==> src/hdl/tef_pkg.sv <==
// Constants and carriers for the timer channel event flag block
package tef_pkg;

    localparam int          TEF_NUM_CH      = 5;
    localparam int          TEF_NUM_EV      = 3;
    localparam int          TEF_BIT_WRAP    = 2;
    localparam int          TEF_BIT_B       = 1;
    localparam int          TEF_BIT_A       = 0;
    localparam logic [7:0]  TEF_FLAGS_INIT  = 8'hF8;
    localparam logic [7:0]  TEF_EN_INIT     = 8'hF8;
    localparam logic [4:0]  TEF_RSVD_ONES   = 5'h1F;
    localparam logic [7:0]  TEF_RD_IDLE     = 8'h00;
    localparam logic [15:0] TEF_COUNT_MAX   = 16'hFFFF;
    localparam logic [15:0] TEF_COUNT_MIN   = 16'h0000;
    localparam int          TEF_PHASE_CH    = 2;
    localparam int          TEF_PWM_CH_LO   = 3;
    localparam int          TEF_PWM_CH_HI   = 4;
    localparam logic        TEF_SEL_FLAGS   = 1'b0;
    localparam logic        TEF_SEL_EN      = 1'b1;

    // One CPU access on the internal 8-bit bus
    typedef struct packed {
        logic       rd;
        logic       wr;
        logic [2:0] chan;
        logic       sel;
        logic [7:0] wdata;
    } tef_bus_req_t;

    // What one channel's datapath shows this block
    typedef struct packed {
        logic [15:0] count;
        logic [15:0] general_reg_a;
        logic [15:0] general_reg_b;
        logic        a_is_capture;
        logic        b_is_capture;
        logic        cap_a;
        logic        cap_b;
    } tef_chan_in_t;

endpackage : tef_pkg

==> src/hdl/tef_flag_chan.sv <==
// Event flags of one channel with read-then-write-zero acknowledge
`timescale 1ns/1ps
module tef_flag_chan
(
    input  wire logic       clk_in,
    input  wire logic       rst_n_in,
    input  wire logic       standby_in,
    input  wire logic [2:0] set_in,
    input  wire logic       rd_hit_in,
    input  wire logic       wr_hit_in,
    input  wire logic [2:0] wdata_in,
    output logic      [2:0] flags_out
);

    logic [2:0] flags_q;
    logic [2:0] flags_d;
    logic [2:0] armed_q;
    logic [2:0] clr;

    // Only a 0 written to a bit seen as 1 clears; set wins the same cycle
    always_comb
    begin
        clr     = {3{wr_hit_in}} & ~wdata_in & armed_q;
        flags_d = (flags_q & ~clr) | set_in;
    end

    always_ff @(posedge clk_in or negedge rst_n_in)
    begin
        if (!rst_n_in)
            flags_q <= tef_pkg::TEF_FLAGS_INIT[2:0];
        else if (standby_in)
            flags_q <= tef_pkg::TEF_FLAGS_INIT[2:0];
        else
            flags_q <= flags_d;
    end

    // Any write consumes the read that armed it
    always_ff @(posedge clk_in or negedge rst_n_in)
    begin
        if (!rst_n_in)
            armed_q <= 3'h0;
        else if (standby_in || wr_hit_in)
            armed_q <= 3'h0;
        else if (rd_hit_in)
            armed_q <= armed_q | flags_q;
    end

    assign flags_out = flags_q;

endmodule : tef_flag_chan

==> src/hdl/tef_irq_en.sv <==
// Interrupt enable bits of one channel
`timescale 1ns/1ps
module tef_irq_en
(
    input  wire logic       clk_in,
    input  wire logic       rst_n_in,
    input  wire logic       standby_in,
    input  wire logic       wr_hit_in,
    input  wire logic [2:0] wdata_in,
    output logic      [2:0] en_out
);

    logic [2:0] en_q;

    always_ff @(posedge clk_in or negedge rst_n_in)
    begin
        if (!rst_n_in)
            en_q <= tef_pkg::TEF_EN_INIT[2:0];
        else if (standby_in)
            en_q <= tef_pkg::TEF_EN_INIT[2:0];
        else if (wr_hit_in)
            en_q <= wdata_in;
    end

    assign en_out = en_q;

endmodule : tef_irq_en

==> src/hdl/tef_top.sv <==
// Five-channel timer event flags, interrupt enables and requests
`timescale 1ns/1ps
module tef_top
(
    input  wire logic                                  mclk_in,
    input  wire logic                                  rst_n_in,
    input  wire logic                                  standby_in,
    input  wire tef_pkg::tef_bus_req_t                 bus_in,
    input  wire tef_pkg::tef_chan_in_t [4:0]           chan_in,
    input  wire logic                                  phase_mode_bit_in,
    input  wire logic                                  combined_mode_upper_in,
    input  wire logic                                  combined_mode_lower_in,
    output logic [7:0]                                 rd_data_out,
    output logic [4:0]                                 wrap_irq_request_out,
    output logic [4:0]                         match_capture_irq_request_b_out,
    output logic [4:0]                         match_capture_irq_request_a_out
);

    localparam int NCH = tef_pkg::TEF_NUM_CH;
    localparam int BW  = tef_pkg::TEF_BIT_WRAP;
    localparam int BB  = tef_pkg::TEF_BIT_B;
    localparam int BA  = tef_pkg::TEF_BIT_A;

    // Address decode shared by the read and write paths
    function automatic logic tef_hit(input tef_pkg::tef_bus_req_t r,
                                     input int ch,
                                     input logic sel);
        tef_hit = (r.chan == 3'(ch)) && (r.sel == sel);
    endfunction : tef_hit

    logic              rst_s1_q;
    logic              rst_s2_q;
    logic              rst_n;
    logic [NCH-1:0][2:0] flags;
    logic [NCH-1:0][2:0] en;
    logic [NCH-1:0][2:0] set_ev;
    logic [NCH-1:0][15:0] prev_q;
    logic [NCH-1:0]    updown;
    logic [NCH-1:0]    rd_f_hit;
    logic [NCH-1:0]    wr_f_hit;
    logic [NCH-1:0]    wr_e_hit;
    logic [7:0]        rd_data_d;
    logic [NCH-1:0][2:0] req_d;

    // Reset is asserted at once but released through two flops
    always_ff @(posedge mclk_in or negedge rst_n_in)
    begin
        if (!rst_n_in)
        begin
            rst_s1_q <= 1'b0;
            rst_s2_q <= 1'b0;
        end
        else
        begin
            rst_s1_q <= 1'b1;
            rst_s2_q <= rst_s1_q;
        end
    end

    assign rst_n = rst_s2_q;

    // Only the up/down counting modes may wrap downward
    always_comb
    begin
        updown = '0;
        updown[tef_pkg::TEF_PHASE_CH] = phase_mode_bit_in;
        updown[tef_pkg::TEF_PWM_CH_LO] = combined_mode_upper_in
                                         & ~combined_mode_lower_in;
        updown[tef_pkg::TEF_PWM_CH_HI] = combined_mode_upper_in
                                         & ~combined_mode_lower_in;
    end

    // Previous count lets a wrap or a fresh match be seen as an event
    always_ff @(posedge mclk_in or negedge rst_n)
    begin
        if (!rst_n)
            prev_q <= '0;
        else
            for (int i = 0; i < NCH; i++)
                prev_q[i] <= chan_in[i].count;
    end

    genvar g;
    generate
        for (g = 0; g < NCH; g++)
        begin : g_ch
            logic up_wrap;
            logic dn_wrap;
            logic moved;
            logic match_a;
            logic match_b;

            assign moved   = chan_in[g].count != prev_q[g];
            assign up_wrap = (prev_q[g] == tef_pkg::TEF_COUNT_MAX)
                           && (chan_in[g].count == tef_pkg::TEF_COUNT_MIN);
            assign dn_wrap = updown[g]
                           && (prev_q[g] == tef_pkg::TEF_COUNT_MIN)
                           && (chan_in[g].count == tef_pkg::TEF_COUNT_MAX);
            // A match fires once when the count arrives, not while it sits
            assign match_a = !chan_in[g].a_is_capture && moved
                           && (chan_in[g].count == chan_in[g].general_reg_a);
            assign match_b = !chan_in[g].b_is_capture && moved
                           && (chan_in[g].count == chan_in[g].general_reg_b);

            assign set_ev[g][BW] = up_wrap | dn_wrap;
            assign set_ev[g][BB] = match_b
                                 | (chan_in[g].b_is_capture
                                    & chan_in[g].cap_b);
            assign set_ev[g][BA] = match_a
                                 | (chan_in[g].a_is_capture
                                    & chan_in[g].cap_a);

            assign rd_f_hit[g] = bus_in.rd
                               && tef_hit(bus_in, g, tef_pkg::TEF_SEL_FLAGS);
            assign wr_f_hit[g] = bus_in.wr
                               && tef_hit(bus_in, g, tef_pkg::TEF_SEL_FLAGS);
            assign wr_e_hit[g] = bus_in.wr
                               && tef_hit(bus_in, g, tef_pkg::TEF_SEL_EN);

            tef_flag_chan u_flags
            (
                .clk_in     (mclk_in),
                .rst_n_in   (rst_n),
                .standby_in (standby_in),
                .set_in     (set_ev[g]),
                .rd_hit_in  (rd_f_hit[g]),
                .wr_hit_in  (wr_f_hit[g]),
                .wdata_in   (bus_in.wdata[2:0]),
                .flags_out  (flags[g])
            );

            tef_irq_en u_en
            (
                .clk_in     (mclk_in),
                .rst_n_in   (rst_n),
                .standby_in (standby_in),
                .wr_hit_in  (wr_e_hit[g]),
                .wdata_in   (bus_in.wdata[2:0]),
                .en_out     (en[g])
            );

            assign req_d[g] = flags[g] & en[g];

        end
    endgenerate

    // Read mux: reserved bits read as 1, unknown channels read as 0
    always_comb
    begin
        rd_data_d = tef_pkg::TEF_RD_IDLE;
        for (int i = 0; i < NCH; i++)
        begin
            if (tef_hit(bus_in, i, tef_pkg::TEF_SEL_FLAGS))
                rd_data_d = {tef_pkg::TEF_RSVD_ONES, flags[i]};
            else if (tef_hit(bus_in, i, tef_pkg::TEF_SEL_EN))
                rd_data_d = {tef_pkg::TEF_RSVD_ONES, en[i]};
        end
    end

    // Read data is held until the next read so the CPU may sample late
    always_ff @(posedge mclk_in or negedge rst_n)
    begin
        if (!rst_n)
            rd_data_out <= tef_pkg::TEF_RD_IDLE;
        else if (bus_in.rd)
            rd_data_out <= rd_data_d;
    end

    // Requests are registered, so they trail the flag by one cycle
    always_ff @(posedge mclk_in or negedge rst_n)
    begin
        if (!rst_n)
        begin
            wrap_irq_request_out            <= '0;
            match_capture_irq_request_b_out <= '0;
            match_capture_irq_request_a_out <= '0;
        end
        else
        begin
            for (int i = 0; i < NCH; i++)
            begin
                wrap_irq_request_out[i]            <= req_d[i][BW];
                match_capture_irq_request_b_out[i] <= req_d[i][BB];
                match_capture_irq_request_a_out[i] <= req_d[i][BA];
            end
        end
    end
endmodule : tef_top

==> config.mk <==
export PLATFORM = sky130hd
export DESIGN_NAME = tef_top
export DESIGN_NICKNAME = d
export VERILOG_FILES = /design/src/hdl/tef_pkg.sv /design/src/hdl/tef_flag_chan.sv /design/src/hdl/tef_irq_en.sv /design/src/hdl/tef_top.sv
export SDC_FILE = /design/constraint.sdc
export NUM_CORES = 1
export LEC_CHECK = 0
export ABC_AREA = 1
export BUFFER_PORTS_ARGS = -buffer_cell sky130_fd_sc_hd__buf_4
export CORE_MARGIN = 2
export CORE_UTILIZATION = 50
export CTS_BUF_LIST = sky130_fd_sc_hd__clkbuf_8 sky130_fd_sc_hd__clkbuf_16
export DETAILED_ROUTE_END_ITERATION = 6
export GPL_ROUTABILITY_DRIVEN = 0
export PLACE_DENSITY = 0.91
export REMOVE_ABC_BUFFERS = 1
export SYNTH_ARGS = -nofsm -noshare
export SYNTH_HDL_FRONTEND = slang
export SYNTH_SLANG_ARGS = --single-unit
==> constraint.sdc <==
create_clock -name mclk_in -period 10.9 [get_ports mclk_in]
set_input_delay 2.18 -clock mclk_in [delete_from_list [all_inputs] [get_ports mclk_in]]
set_output_delay 2.18 -clock mclk_in [all_outputs]
set_load 0.01 [all_outputs]
[Yosys cells after proc, flatten, opt, wreduce, memory -nomap -nowiden]
Index checks and enable logic that the tools add are counted.
Word-level totals
  input port bits: 280
  logic and storage cells: 240
  register bits: 150
  output and inout bits: 23
Cells by class
  reductions and logical operators: 90
  bitwise operators: 62
  equal/unequal tests: 27
  multiplexer cells: 35
Operators by type and width (count)
  16-bit equality test: 10
  16-bit equality test, second input constant: 8
  16-bit zero test: 8
  8-bit two-way mux: 10
  16-bit inequality test: 5
  3-bit two-way mux: 25
  3-bit AND: 20
  1-bit logical AND: 56
  3-bit OR: 10
  2-bit nonzero test: 10
  3-bit NOT: 6
  1-bit OR: 13
  1-bit AND: 11
  1-bit zero test: 10
  3-bit by 2-bit equality test with 1-bit output, second input constant: 2
  1-bit logical OR: 5
  3-bit by 1-bit equality test with 1-bit output, second input constant: 1
  3-bit equality test, second input constant: 1
  3-bit zero test: 1
  1-bit NOT: 2

[Longest topological paths before layout]
Gate-level depths: netlist of run 1.
  depth after elaboration: 12
  depth in mapped cells: 11
  depth with buffers taken out: 11

[By module]
A second synthesis of run 1 with hierarchy kept.
Second synthesis, totals
  cell total of the unflattened synthesis: 1595
  area, all modules: 9943.3 um^2
By module, submodules not included
  tef_top: cells each 1355, instances 1, area each 7985.2 um^2
  tef_flag_chan: cells each 34, instances 5, area each 269.0 um^2
  tef_irq_en: cells each 14, instances 5, area each 122.6 um^2

[Worst setup path before layout of run 1]
OpenSTA, ideal clock, no wires.
  path type: in2reg
  from: input bus_in[10] in the netlist's numbering
  to: register g_ch[4].u_en.en_q[1]
  data required time: 10772 ps
  path slack: 7803 ps
  arrival time: 2970 ps
  cell stages on the path: 4
  cells stage by stage: nor2_4 nand3_1 o21ai_2 mux2_1
On the way
  word-level cells in the longest chain between the ends: 4
RTL lines
  start: declaration: line tef_top.sv:8  | input wire tef_pkg::tef_bus_req_t bus_in,
  3-bit equality test: line tef_top.sv:28  | tef_hit = (r.chan == 3'(ch)) && (r.sel == sel);
  1-bit logical AND: line tef_top.sv:28
  1-bit logical AND: line tef_top.sv:118  | && tef_hit(bus_in, g, tef_pkg::TEF_SEL_EN);
  2-bit nonzero test (no line)
  end signal: assignment: line tef_irq_en.sv:18  | en_q <= tef_pkg::TEF_EN_INIT[2:0];
  end signal: assignment: line tef_irq_en.sv:20  | en_q <= tef_pkg::TEF_EN_INIT[2:0];
  end signal: assignment: line tef_irq_en.sv:22  | en_q <= wdata_in;
  end: declaration: line tef_irq_en.sv:13  | logic [2:0] en_q;
No other way between the ends.
A chain may end at the register's enable or synchronous reset.

[Worst setup path after layout of run 1]
  from: register rd_data_out[6]
  to: output rd_data_out[6]
RTL lines
  start: declaration: line tef_top.sv:13  | output logic [7:0] rd_data_out,
  start signal: assignment: line tef_top.sv:164  | rd_data_out <= tef_pkg::TEF_RD_IDLE;
  start signal: assignment: line tef_top.sv:166  | rd_data_out <= rd_data_d;
No word-level cell between the ends.

==> results.py, run 1 <==
metrics = {
    "grt": {
        "grt_usage": 0.2681,
        "grt_max_degree": 76,
        "antenna_found_initial": 0,
        "overflow": 0,
        "grt_pass1_wl_um": 43170,
        "grt_pass1_vias": 9707,
    },
    "floorplanning": {
        "rows": 50,
        "die_area_sq_mm": 0.01991,
        "initial_core_util": 0.5058,
        "die_h_um": 141.1,
        "dieWidth_um": 141.1,
        "ios": 303,
        "coreArea_sq_mm": 0.01858,
    },
    "route": {
        "antenna_left": 0,
        "wl_per_cell_um": 13.20,
        "first_pass_iters": 5,
        "drtIter0Drc": 616,
        "route.met3.wl_um": 1730,
        "avgViaCountPerCell": 4.950,
        "top_layer": "met4",
        "wl_met1_um": 10860,
        "drt-total-wl_um": 26820,
        "vias": 10060,
        "wl_met2_um": 13540,
        "drcViolationCount": 0,
    },
    "yosys": {
        "synth_top_area_share": 0.3888,
        "netlist_instances": 1476,
        "ys_top_cells_by_area": "dfrtp_1 39%, nand2_1 21%, inv_1 11%",
        "ys_seq_area_frac": 0.3888,
        "yosysWarnings": 0,
        "synth.distinct_cells": 33,
        "synth_area_per_cell_sq_um": 6.367,
        "synth_area_leader_cell": "dfrtp_1",
        "netlist_area_sq_mm": 0.009398,
        "ys_ff_latch": 146,
    },
    "critical_path": {
        "slowest_stage": "dfrtp_1",
        "end_kind": "primary output",
        "crit_path_start_kind": "register",
        "crit_fanout": 6,
        "crit_family": "flip-flops",
        "path_cells": "buf_4",
        "critPathBufInv": 1,
        "critPathMaxStageDelay_ps": 440,
        "critical_path_class": "reg -> out",
        "cp.required_ps": 8720,
        "arrival_ps": 1030,
    },
    "timing": {
        "max_slew_margin": 0.3882,
        "period_share": 0.2941,
        "finClkSkew_ps": 11.68,
        "fin_tns_setup_ps": 0,
        "worst_pin_slew_ps": 917.7,
        "finalSetupViolations": 0,
        "grt_setup_unrepaired": "no",
        "fmax_ghz": 0.3119,
        "layout_min_cycle_time_ps": 3206,
        "slew_viol_final": 0,
        "finalHoldViolations": 0,
    },
    "clocking": {
        "cts_tree": "built",
        "cts_hold_buffers": 0,
        "clock_latency_ps": 420,
        "ctsHtreeMaxLevel": 4,
        "clkSinkCount": 146,
        "post_cts_buffers": 0,
        "clk_transition_reported_paths_ps": 60,
        "cts_buffer_depth": 2,
        "ctsResizeCount": 0,
        "cts_buffers": 17,
        "cts-root-buf": "clkbuf_16",
    },
    "final_layout": {
        "finish.instance_area_sq_mm": 0.01250,
        "multi_input_area_sq_mm": 0.004648,
        "fill_cells": 1606,
        "drive_gt1_frac": 0.1974,
        "final_cell_mix": "524 x nand2_1, 298 x buf_4, 271 x inv_1, 211 x nor2_1, 145 x dfrtp_1",
        "nets": 2065,
        "n_antenna_cell": 0,
        "syn_to_final_growth_pct": 33.02,
        "fin_util": 0.6728,
        "seq_area_sq_mm": 0.003657,
        "layout.cells.non_filler": 2032,
        "final_common_cell": "nand2_1",
    },
    "power_and_ir_drop": {
        "power_density_mw_per_mm2": 117.0,
        "p_leak_nw": 7.135,
        "peakVddDrop_uv": 105.9,
        "total_power_mw": 1.463,
    },
    "job": {
        "max_cap_violations": 0,
    },
    "status": {
        "status": "completed",
    },
    "place": {
        "portBuffers": 297,
        "dpl_cell_area_sq_mm": 0.01188,
        "dp_hpwl_um": 21300,
        "placed_cells": 2000,
    },
    "worst_hold_path": {
        "hold_path.class": "reg -> reg",
    },
}
path summary, 6_finish.rpt:
check / start / endpoint / slack (ps) / depth (start not counted)
setup / recovery: rd_data_out[6] / rd_data_out[6] / 7690 / 1
hold / removal: rst_s1_q / rst_n / 350 / 0
setup reg to reg: rst_n / g_ch[1].u_en.en_out[0] / 8940 / 1
hold reg to reg: rst_s1_q / rst_n / 350 / 0
max in group asynchronous: rst_n / g_ch[1].u_en.en_out[0] / 8940 / 1
min in group asynchronous: rst_n / prev_q[26] / 470 / 0
cells in the mapped netlist:
cell	n
a21boi_0	2
a21boi_1	4
a21oi_1	36
a22oi_1	4
buf_1	1
buf_4	5
clkbuf_1	2
clkinv_1	1
conb_1	1
dfrtp_1	146
inv_1	271
inv_2	7
mux2_1	1
nand2_1	524
nand2_2	2
nand3_1	56
nand3_2	3
nand3b_1	2
nand4_1	24
nor2_1	211
nor2_2	2
nor2_4	2
nor3_1	19
nor4_1	4
o21ai_0	57
o21ai_1	11
o21ai_2	1
o21bai_1	1
o22ai_1	11
o31ai_1	1
or2_2	7
xnor2_1	29
xor2_1	28
cell type report:
type,instances,share of cell area
clock buffers,18,0.03513
multi-input cells,1043,0.3718
well taps,234,0.02342
clock inverters,14,0.01431
repair buffers,298,0.1790
flip-flops and latches,146,0.2926
inverters,279,0.08378
cell families after synthesis:
| family | share of synthesized area |
|---|---|
| muxes | 0.001198 |
| xor gates and xnor gates | 0.05312 |
| buffers and inverters | 0.1166 |
| other | 0.0003990 |
| and+or+nand+nor | 0.3667 |
| AOI/OAI and AO/OA | 0.07323 |
| DFF | 0.3888 |
metrics by stage:
stage               setup WS (ps)  hold slack (ps)
finish                       7694            350.5
global route                 7653            356.3
CTS                          7682            354.0
detailed placement           7515            340.3
global placement             7544            335.3
floorplan                    6531            331.2
sequential cells by signal, summed over array words and instances (netlist names):
| signal | cells |
|---|---|
| match_capture_irq_request_a_out | 5 |
| rst_n | 1 |
| g_ch.u_flags.flags_out | 15 |
| g_ch.u_flags.armed_q | 15 |
| match_capture_irq_request_b_out | 5 |
| prev_q | 80 |
| rst_s1_q | 1 |
| rd_data_out | 4 |
| wrap_irq_request_out | 5 |
| g_ch.u_en.en_out | 15 |
metal layers:
layer,vias to the layer above,GRT usage
met5,-,0
met2,373,0.4816
met4,0,0.09579
met3,51,0.05129
li1,5082,-
met1,4553,0.3201
report_power, final:
| group | internal, mW | total (mW) | switching (mW) |
|---|---|---|---|
| registers | 0.565 | 0.585 | 0.0199 |
| clock network | 0.370 | 0.608 | 0.239 |
| logic | 0.126 | 0.269 | 0.143 |
No activity file was read; power rests on OpenSTA's default activity.
==> run 2, diff against run 1 <==
--- a/config.mk
+++ b/config.mk
@@ -5,14 +5,14 @@
 export SDC_FILE = /design/constraint.sdc
 export NUM_CORES = 1
 export LEC_CHECK = 0
-export ABC_AREA = 1
+export ABC_AREA = 0
 export BUFFER_PORTS_ARGS = -buffer_cell sky130_fd_sc_hd__buf_4
 export CORE_MARGIN = 2
-export CORE_UTILIZATION = 50
+export CORE_UTILIZATION = 46
 export CTS_BUF_LIST = sky130_fd_sc_hd__clkbuf_8 sky130_fd_sc_hd__clkbuf_16
 export DETAILED_ROUTE_END_ITERATION = 6
 export GPL_ROUTABILITY_DRIVEN = 0
-export PLACE_DENSITY = 0.91
+export PLACE_DENSITY = 0.9
 export REMOVE_ABC_BUFFERS = 1
 export SYNTH_ARGS = -nofsm -noshare
 export SYNTH_HDL_FRONTEND = slang
==> constraint.sdc (replaced) <==
create_clock -name mclk_in -period 2.8 [get_ports mclk_in]
set_input_delay 0.56 -clock mclk_in [delete_from_list [all_inputs] [get_ports mclk_in]]
set_output_delay 0.56 -clock mclk_in [all_outputs]
set_load 0.01 [all_outputs]
==> results.py, run 2 <==
metrics = {
    "timing": {
        "worst_pin_slew_ps": 560.1,
        "finalHoldViolations": 0,
        "finalSetupViolations": 0,
        "fin_tns_setup_ps": 0,
        "fmax_ghz": 0.6138,
        "finClkSkew_ps": 6.663,
        "layout_min_cycle_time_ps": 1629,
        "max_slew_margin": 0.6266,
        "finalWorstSetupSlack_ps": 1171,
        "grt_setup_unrepaired": "no",
        "slew_viol_final": 0,
        "period_share": 0.5819,
    },
    "route": {
        "first_pass_iters": 5,
        "drcViolationCount": 0,
        "wl_per_cell_um": 18.29,
        "avgViaCountPerCell": 5.594,
        "vias": 7418,
        "antenna_left": 0,
        "drt-total-wl_um": 24260,
        "drtIter0Drc": 301,
    },
    "status": {
        "status": "completed",
    },
    "clocking": {
        "cts_buffers": 17,
        "ctsHtreeMaxLevel": 4,
        "clock_latency_ps": 420,
        "clk_transition_reported_paths_ps": 60,
        "ctsResizeCount": 0,
        "cts_tree": "built",
        "cts_buffer_depth": 2,
        "cts-root-buf": "clkbuf_16",
        "clkSinkCount": 146,
    },
    "floorplanning": {
        "dieWidth_um": 139.5,
        "coreArea_sq_mm": 0.01802,
        "initial_core_util": 0.4688,
        "ios": 303,
        "die_h_um": 139.5,
        "die_area_sq_mm": 0.01947,
        "rows": 49,
    },
    "final_layout": {
        "n_antenna_cell": 0,
        "drive_gt1_frac": 0.3209,
        "regMostFlops": "prev_q",
        "fin_util": 0.6363,
        "final_cell_mix": "298 x buf_4, 156 x xor2_1, 145 x dfrtp_1, 80 x xnor2_1, 41 x nor4bb_1",
        "nets": 1364,
        "largest_reg_flops": 80,
        "final_common_cell": "buf_4",
        "fill_cells": 1451,
        "syn_to_final_growth_pct": 35.73,
    },
    "yosys": {
        "synth-main-ff-cell": "dfrtp_1",
        "synth_area_per_cell_sq_um": 10.75,
        "synth-edff-count": 0,
        "yosysMostFrequentCell": "xor2_1",
        "synth_common_cells": "156 x xor2_1, 146 x dfrtp_1, 80 x xnor2_1",
        "ys_top_cells_by_area": "dfrtp_1 43%, xor2_1 16%, xnor2_1 8.3%",
        "netlist_instances": 786,
        "yosysWarnings": 0,
        "synth.distinct_cells": 49,
        "netlist_area_sq_mm": 0.008451,
        "ys_seq_area_frac": 0.4323,
        "synth_area_leader_cell": "dfrtp_1",
        "async_reset_ff_frac": 1.000,
        "ys_ff_latch": 146,
        "synth_top_area_share": 0.4323,
    },
    "critical_path": {
        "r2r-start": "prev_q[53]",
        "end_kind": "register",
        "critical_path_class": "reg -> reg",
        "cp.required_ps": 3130,
        "arrival_ps": 1960,
        "startpoint": "prev_q[53]",
        "crit_fanout": 3,
        "crit_path_start_kind": "register",
    },
    "job": {
        "max_cap_violations": 0,
    },
    "place": {
        "dp_hpwl_um": 18820,
        "place_ws_ps": 777.5,
        "portBuffers": 297,
    },
    "grt": {
        "grt_pass1_vias": 7816,
        "grt_usage": 0.2516,
        "grt_max_degree": 80,
        "grt_pass1_wl_um": 38780,
        "overflow": 0,
        "antenna_found_initial": 0,
    },
    "power_and_ir_drop": {
        "p_leak_nw": 5.030,
        "power_density_mw_per_mm2": 477.1,
        "peakVddDrop_uv": 427.3,
    },
    "worst_hold_path": {
        "min_from": "chan_in[47]",
        "hold_path.class": "in -> reg",
    },
}
## run 2: cell count changes in the layout (fill, tap and decap cells not counted), sizes merged, moves of 27 or more
cell / before / now
nand3: 59 / 13
nor4bb: 0 / 41
nor2: 215 / 35
nor4: 4 / 31
nand2: 526 / 19
xnor2: 29 / 80
o21ai: 69 / 9
inv: 282 / 5
xor2: 28 / 156
## run 2: path summary, 6_finish.rpt
check,cells after the start,slack [ps],to
worst max-delay path,5,1170,g_ch[3].u_flags.flags_out[2]
worst min-delay path,1,300,prev_q[11]
worst max register to register,5,1170,g_ch[3].u_flags.flags_out[2]
worst min register to register,0,320,prev_q[43]
max in group asynchronous,1,1670,g_ch[4].u_en.en_out[1]
min in group asynchronous,0,320,prev_q[43]
## run 2: per-stage QoR
stage	cells	power, mW	instance area, sq um	hold WS [ps]
floorplan	765	2.685	8322	264.4
global placement	1293	3.245	10870	338.3
detailed placement	1293	3.272	10870	342.0
CTS	1326	5.522	11470	281.3
global route	1326	5.697	11470	287.5
finish	1326	5.472	11470	302.1
## run 2: logic make-up (layout without fill, tap and decap cells)
family / Yosys count / after routing / share of synthesized area
simple gates: 281 / 281 / 0.2274
xor+xnor: 236 / 236 / 0.2446
flops: 146 / 146 / 0.4323
compound gates: 86 / 86 / 0.06367
buf+inv: 25 / 336 / 0.01703
mux: 11 / 11 / 0.01451
other cells: 1 / 1 / 0.0004438
## run 2: critical path, stage by stage (launching register included)
cell and delay (ps):
dfrtp_1 410, nor4bb_1 340, nand4_1 170, nor3_1 270, nand4_1 180, a21oi_1 180
## run 2: power by group
part / internal (mW) / switching [mW]
Sequential: 2.19 / 0.0810
Combinational: 0.519 / 0.445
Clock: 1.39 / 0.843
## run 2: cell type report
type,instances,area [sq um],share of cell area
repair buffers,300,2267,0.1977
clock inverters,11,110.1,0.009600
multi-input cells,615,4653,0.4057
clock buffers,21,480.5,0.04189
inverters,4,15.01,0.001309
well taps,229,286.5,0.02498
flip-flops and latches,146,3657,0.3189
## run 2: metal layers
layer | GRT usage | vias up | wire [um]
met3 | 0.05231 | 58 | 1569
met2 | 0.4533 | 320 | 12440
met5 | 0 | - | 0
met4 | 0.1232 | 0 | 899
li1 | - | 3455 | -
met1 | 0.2833 | 3585 | 9348
## run 2: repair_timing
item / CTS / global route
setup buffers: 0 / 0
hold buffers: 1 / 0
endpoints found under the hold margin: 2 / 0
==> run 3, diff against run 2 <==
==> constraint.sdc (replaced) <==
create_clock -name mclk_in -period 1.35 [get_ports mclk_in]
set_input_delay 0.27 -clock mclk_in [delete_from_list [all_inputs] [get_ports mclk_in]]
set_output_delay 0.27 -clock mclk_in [all_outputs]
set_load 0.01 [all_outputs]
==> results.py, run 3 (synthesis results as in run 2) <==
metrics = {
    "critical_path": {
        "worstRegToRegCells": 5,
        "cp.required_ps": 1700,
        "crit_fanout": 2,
        "path_cells": "or4bb_1 -> nor2_2 -> and4b_1 -> nand4_1 -> a21oi_2",
        "crit_path_start_kind": "register",
        "critical_path_class": "reg -> reg",
        "arrival_ps": 1870,
        "end_kind": "register",
        "critPathMaxStageDelay_ps": 490,
        "slowest_stage": "or4bb_1",
    },
    "clocking": {
        "cts_buffers": 17,
        "ctsHtreeMaxLevel": 4,
        "clkSinkCount": 146,
        "cts-root-buf": "clkbuf_16",
        "clk_transition_reported_paths_ps": 60,
        "cts_buffer_depth": 2,
        "clock_latency_ps": 420,
        "cts_tree": "built",
    },
    "power_and_ir_drop": {
        "p_comb_frac": 0.203,
        "switching_share": 0.2466,
        "peakVddDrop_uv": 831.3,
        "pwr-share-clk": 0.414,
        "power.switching_mw": 3.010,
        "p_leak_nw": 5.852,
        "p_seq_frac": 0.384,
        "power_density_mw_per_mm2": 944.6,
        "intPower_mw": 9.197,
    },
    "floorplanning": {
        "coreArea_sq_mm": 0.01802,
        "die_area_sq_mm": 0.01947,
        "rows": 49,
        "ios": 303,
        "dieWidth_um": 139.5,
        "initial_core_util": 0.4688,
        "die_h_um": 139.5,
    },
    "timing": {
        "grt_setup_unrepaired": "yes",
        "finalSetupViolations": 8,
        "fmax_ghz": 0.6589,
        "finClkSkew_ps": 11.66,
        "slew_viol_final": 0,
        "finalWorstSetupSlack_ps": -167.7,
        "fin_tns_setup_ps": -515.9,
        "layout_min_cycle_time_ps": 1518,
        "finalHoldViolations": 0,
        "period_share": 1.124,
    },
    "place": {
        "dp_hpwl_um": 21600,
        "portBuffers": 297,
        "place_ws_ps": -441.4,
        "placed_cells": 1444,
        "dpl_cell_area_sq_mm": 0.01205,
    },
    "status": {
        "failed_checks": "setup timing",
        "status": "finished, violations left",
    },
    "grt": {
        "grt_busiest_layer": "met2",
        "grt_use_met2": 0.5165,
        "antenna_found_initial": 0,
        "grtUsageMet3": 0.07295,
        "grt_max_degree": 56,
        "grt_pass1_wl_um": 43300,
        "grt_pass1_vias": 8862,
        "overflow": 0,
        "grt_usage": 0.2806,
        "use_met1": 0.3014,
    },
    "final_layout": {
        "regMostFlops": "prev_q",
        "largest_reg_flops": 80,
        "n_antenna_cell": 0,
        "finish.instance_area_sq_mm": 0.01292,
        "drive_gt1_frac": 0.4257,
        "final_common_cell": "buf_4",
        "layout.cells.non_filler": 1481,
        "final_cell_mix": "443 x buf_4, 154 x xor2_1, 145 x dfrtp_1, 77 x xnor2_1, 36 x nor4bb_1",
        "nets": 1519,
        "syn_to_final_growth_pct": 52.93,
    },
    "route": {
        "vias": 8074,
        "wl_per_cell_um": 18.58,
        "first_pass_iters": 5,
        "avgViaCountPerCell": 5.452,
        "drcViolationCount": 0,
        "drtIter0Drc": 333,
        "antenna_left": 0,
        "drt-total-wl_um": 27510,
    },
    "worst_hold_path": {
        "holdPathStages": 1,
        "hold_path.class": "in -> reg",
    },
    "job": {
        "max_cap_violations": 0,
    },
}
-- run 3: cell count changes in the layout (fill, tap and decap cells not counted), moves of 5 or more --
cell      delta
nor4bb_1     -5
nor4_1       -6
nor4bb_2     +5
buf_4      +145
nor4_2       +6
-- run 3: per-stage QoR --
stage | total power, mW | hold WS [ps] | util
floorplan | 5.570 | -25.59 | -
global placement | 7.078 | 53.07 | 0.6687
detailed placement | 7.153 | 53.40 | 0.6687
CTS | 12.22 | 4.621 | 0.7098
global route | 12.66 | 8.176 | 0.7170
finish | 12.21 | 15.49 | 0.7170
-- run 3: final timing paths --
kind | start | endpoint | slack [ps]
worst max-delay path | prev_q[6] | g_ch[0].u_flags.flags_out[2] | -170
worst min-delay path | chan_in[50] | prev_q[14] | 20
worst max register to register | prev_q[6] | g_ch[0].u_flags.flags_out[2] | -170
worst min register to register | rst_n | prev_q[45] | 340
max in group asynchronous | rst_n | wrap_irq_request_out[0] | 720
min in group asynchronous | rst_n_in | rst_n | 160
-- run 3: routing by layer --
layer / part of all wire / vias to the layer above
li1: - / 3762
met1: 0.36 / 3857
met2: 0.53 / 373
met3: 0.069 / 82
met4: 0.039 / 0
met5: 0 / -
-- run 3: power by group through the flow --
stage               sequential (mW)  combinational [mW]  clock (mW)
floorplan                      4.79               0.778           0
global placement               4.74                2.33           0
CTS                            4.68                2.44        5.10
global route                   4.70                2.66        5.30
finish                         4.68                2.47        5.05
detailed placement             4.75                2.40           0
-- run 3: timing repair --
item                                    4_1_cts  5_1_grt
endpoints found under the setup margin       11       15
hold buffers                                  3        0
buffers inserted                              1        1
cloned                                        0        0
resized for setup                            12       21
endpoints found under the hold margin         4        0
pin swaps                                    23       16
-- run 3: area by class of cell --
| class | instances | area [sq um] |
|---|---|---|
| repair buffers | 455 | 3501 |
| fillers | 1331 | 5101 |
| inverters | 4 | 15.01 |
| multi-input cells | 615 | 4823 |
| well taps | 229 | 286.5 |
| flip-flops and latches | 146 | 3657 |
| clock buffers | 21 | 480.5 |
| clock inverters | 11 | 160.2 |
-- run 3: worst max-delay path, delay by kind of cell, from the launching register on --
family             cells  cell delay (ps)
AOI/OAI and AO/OA      1              140
and+or+nand+nor        4              960
DFF                    1              340
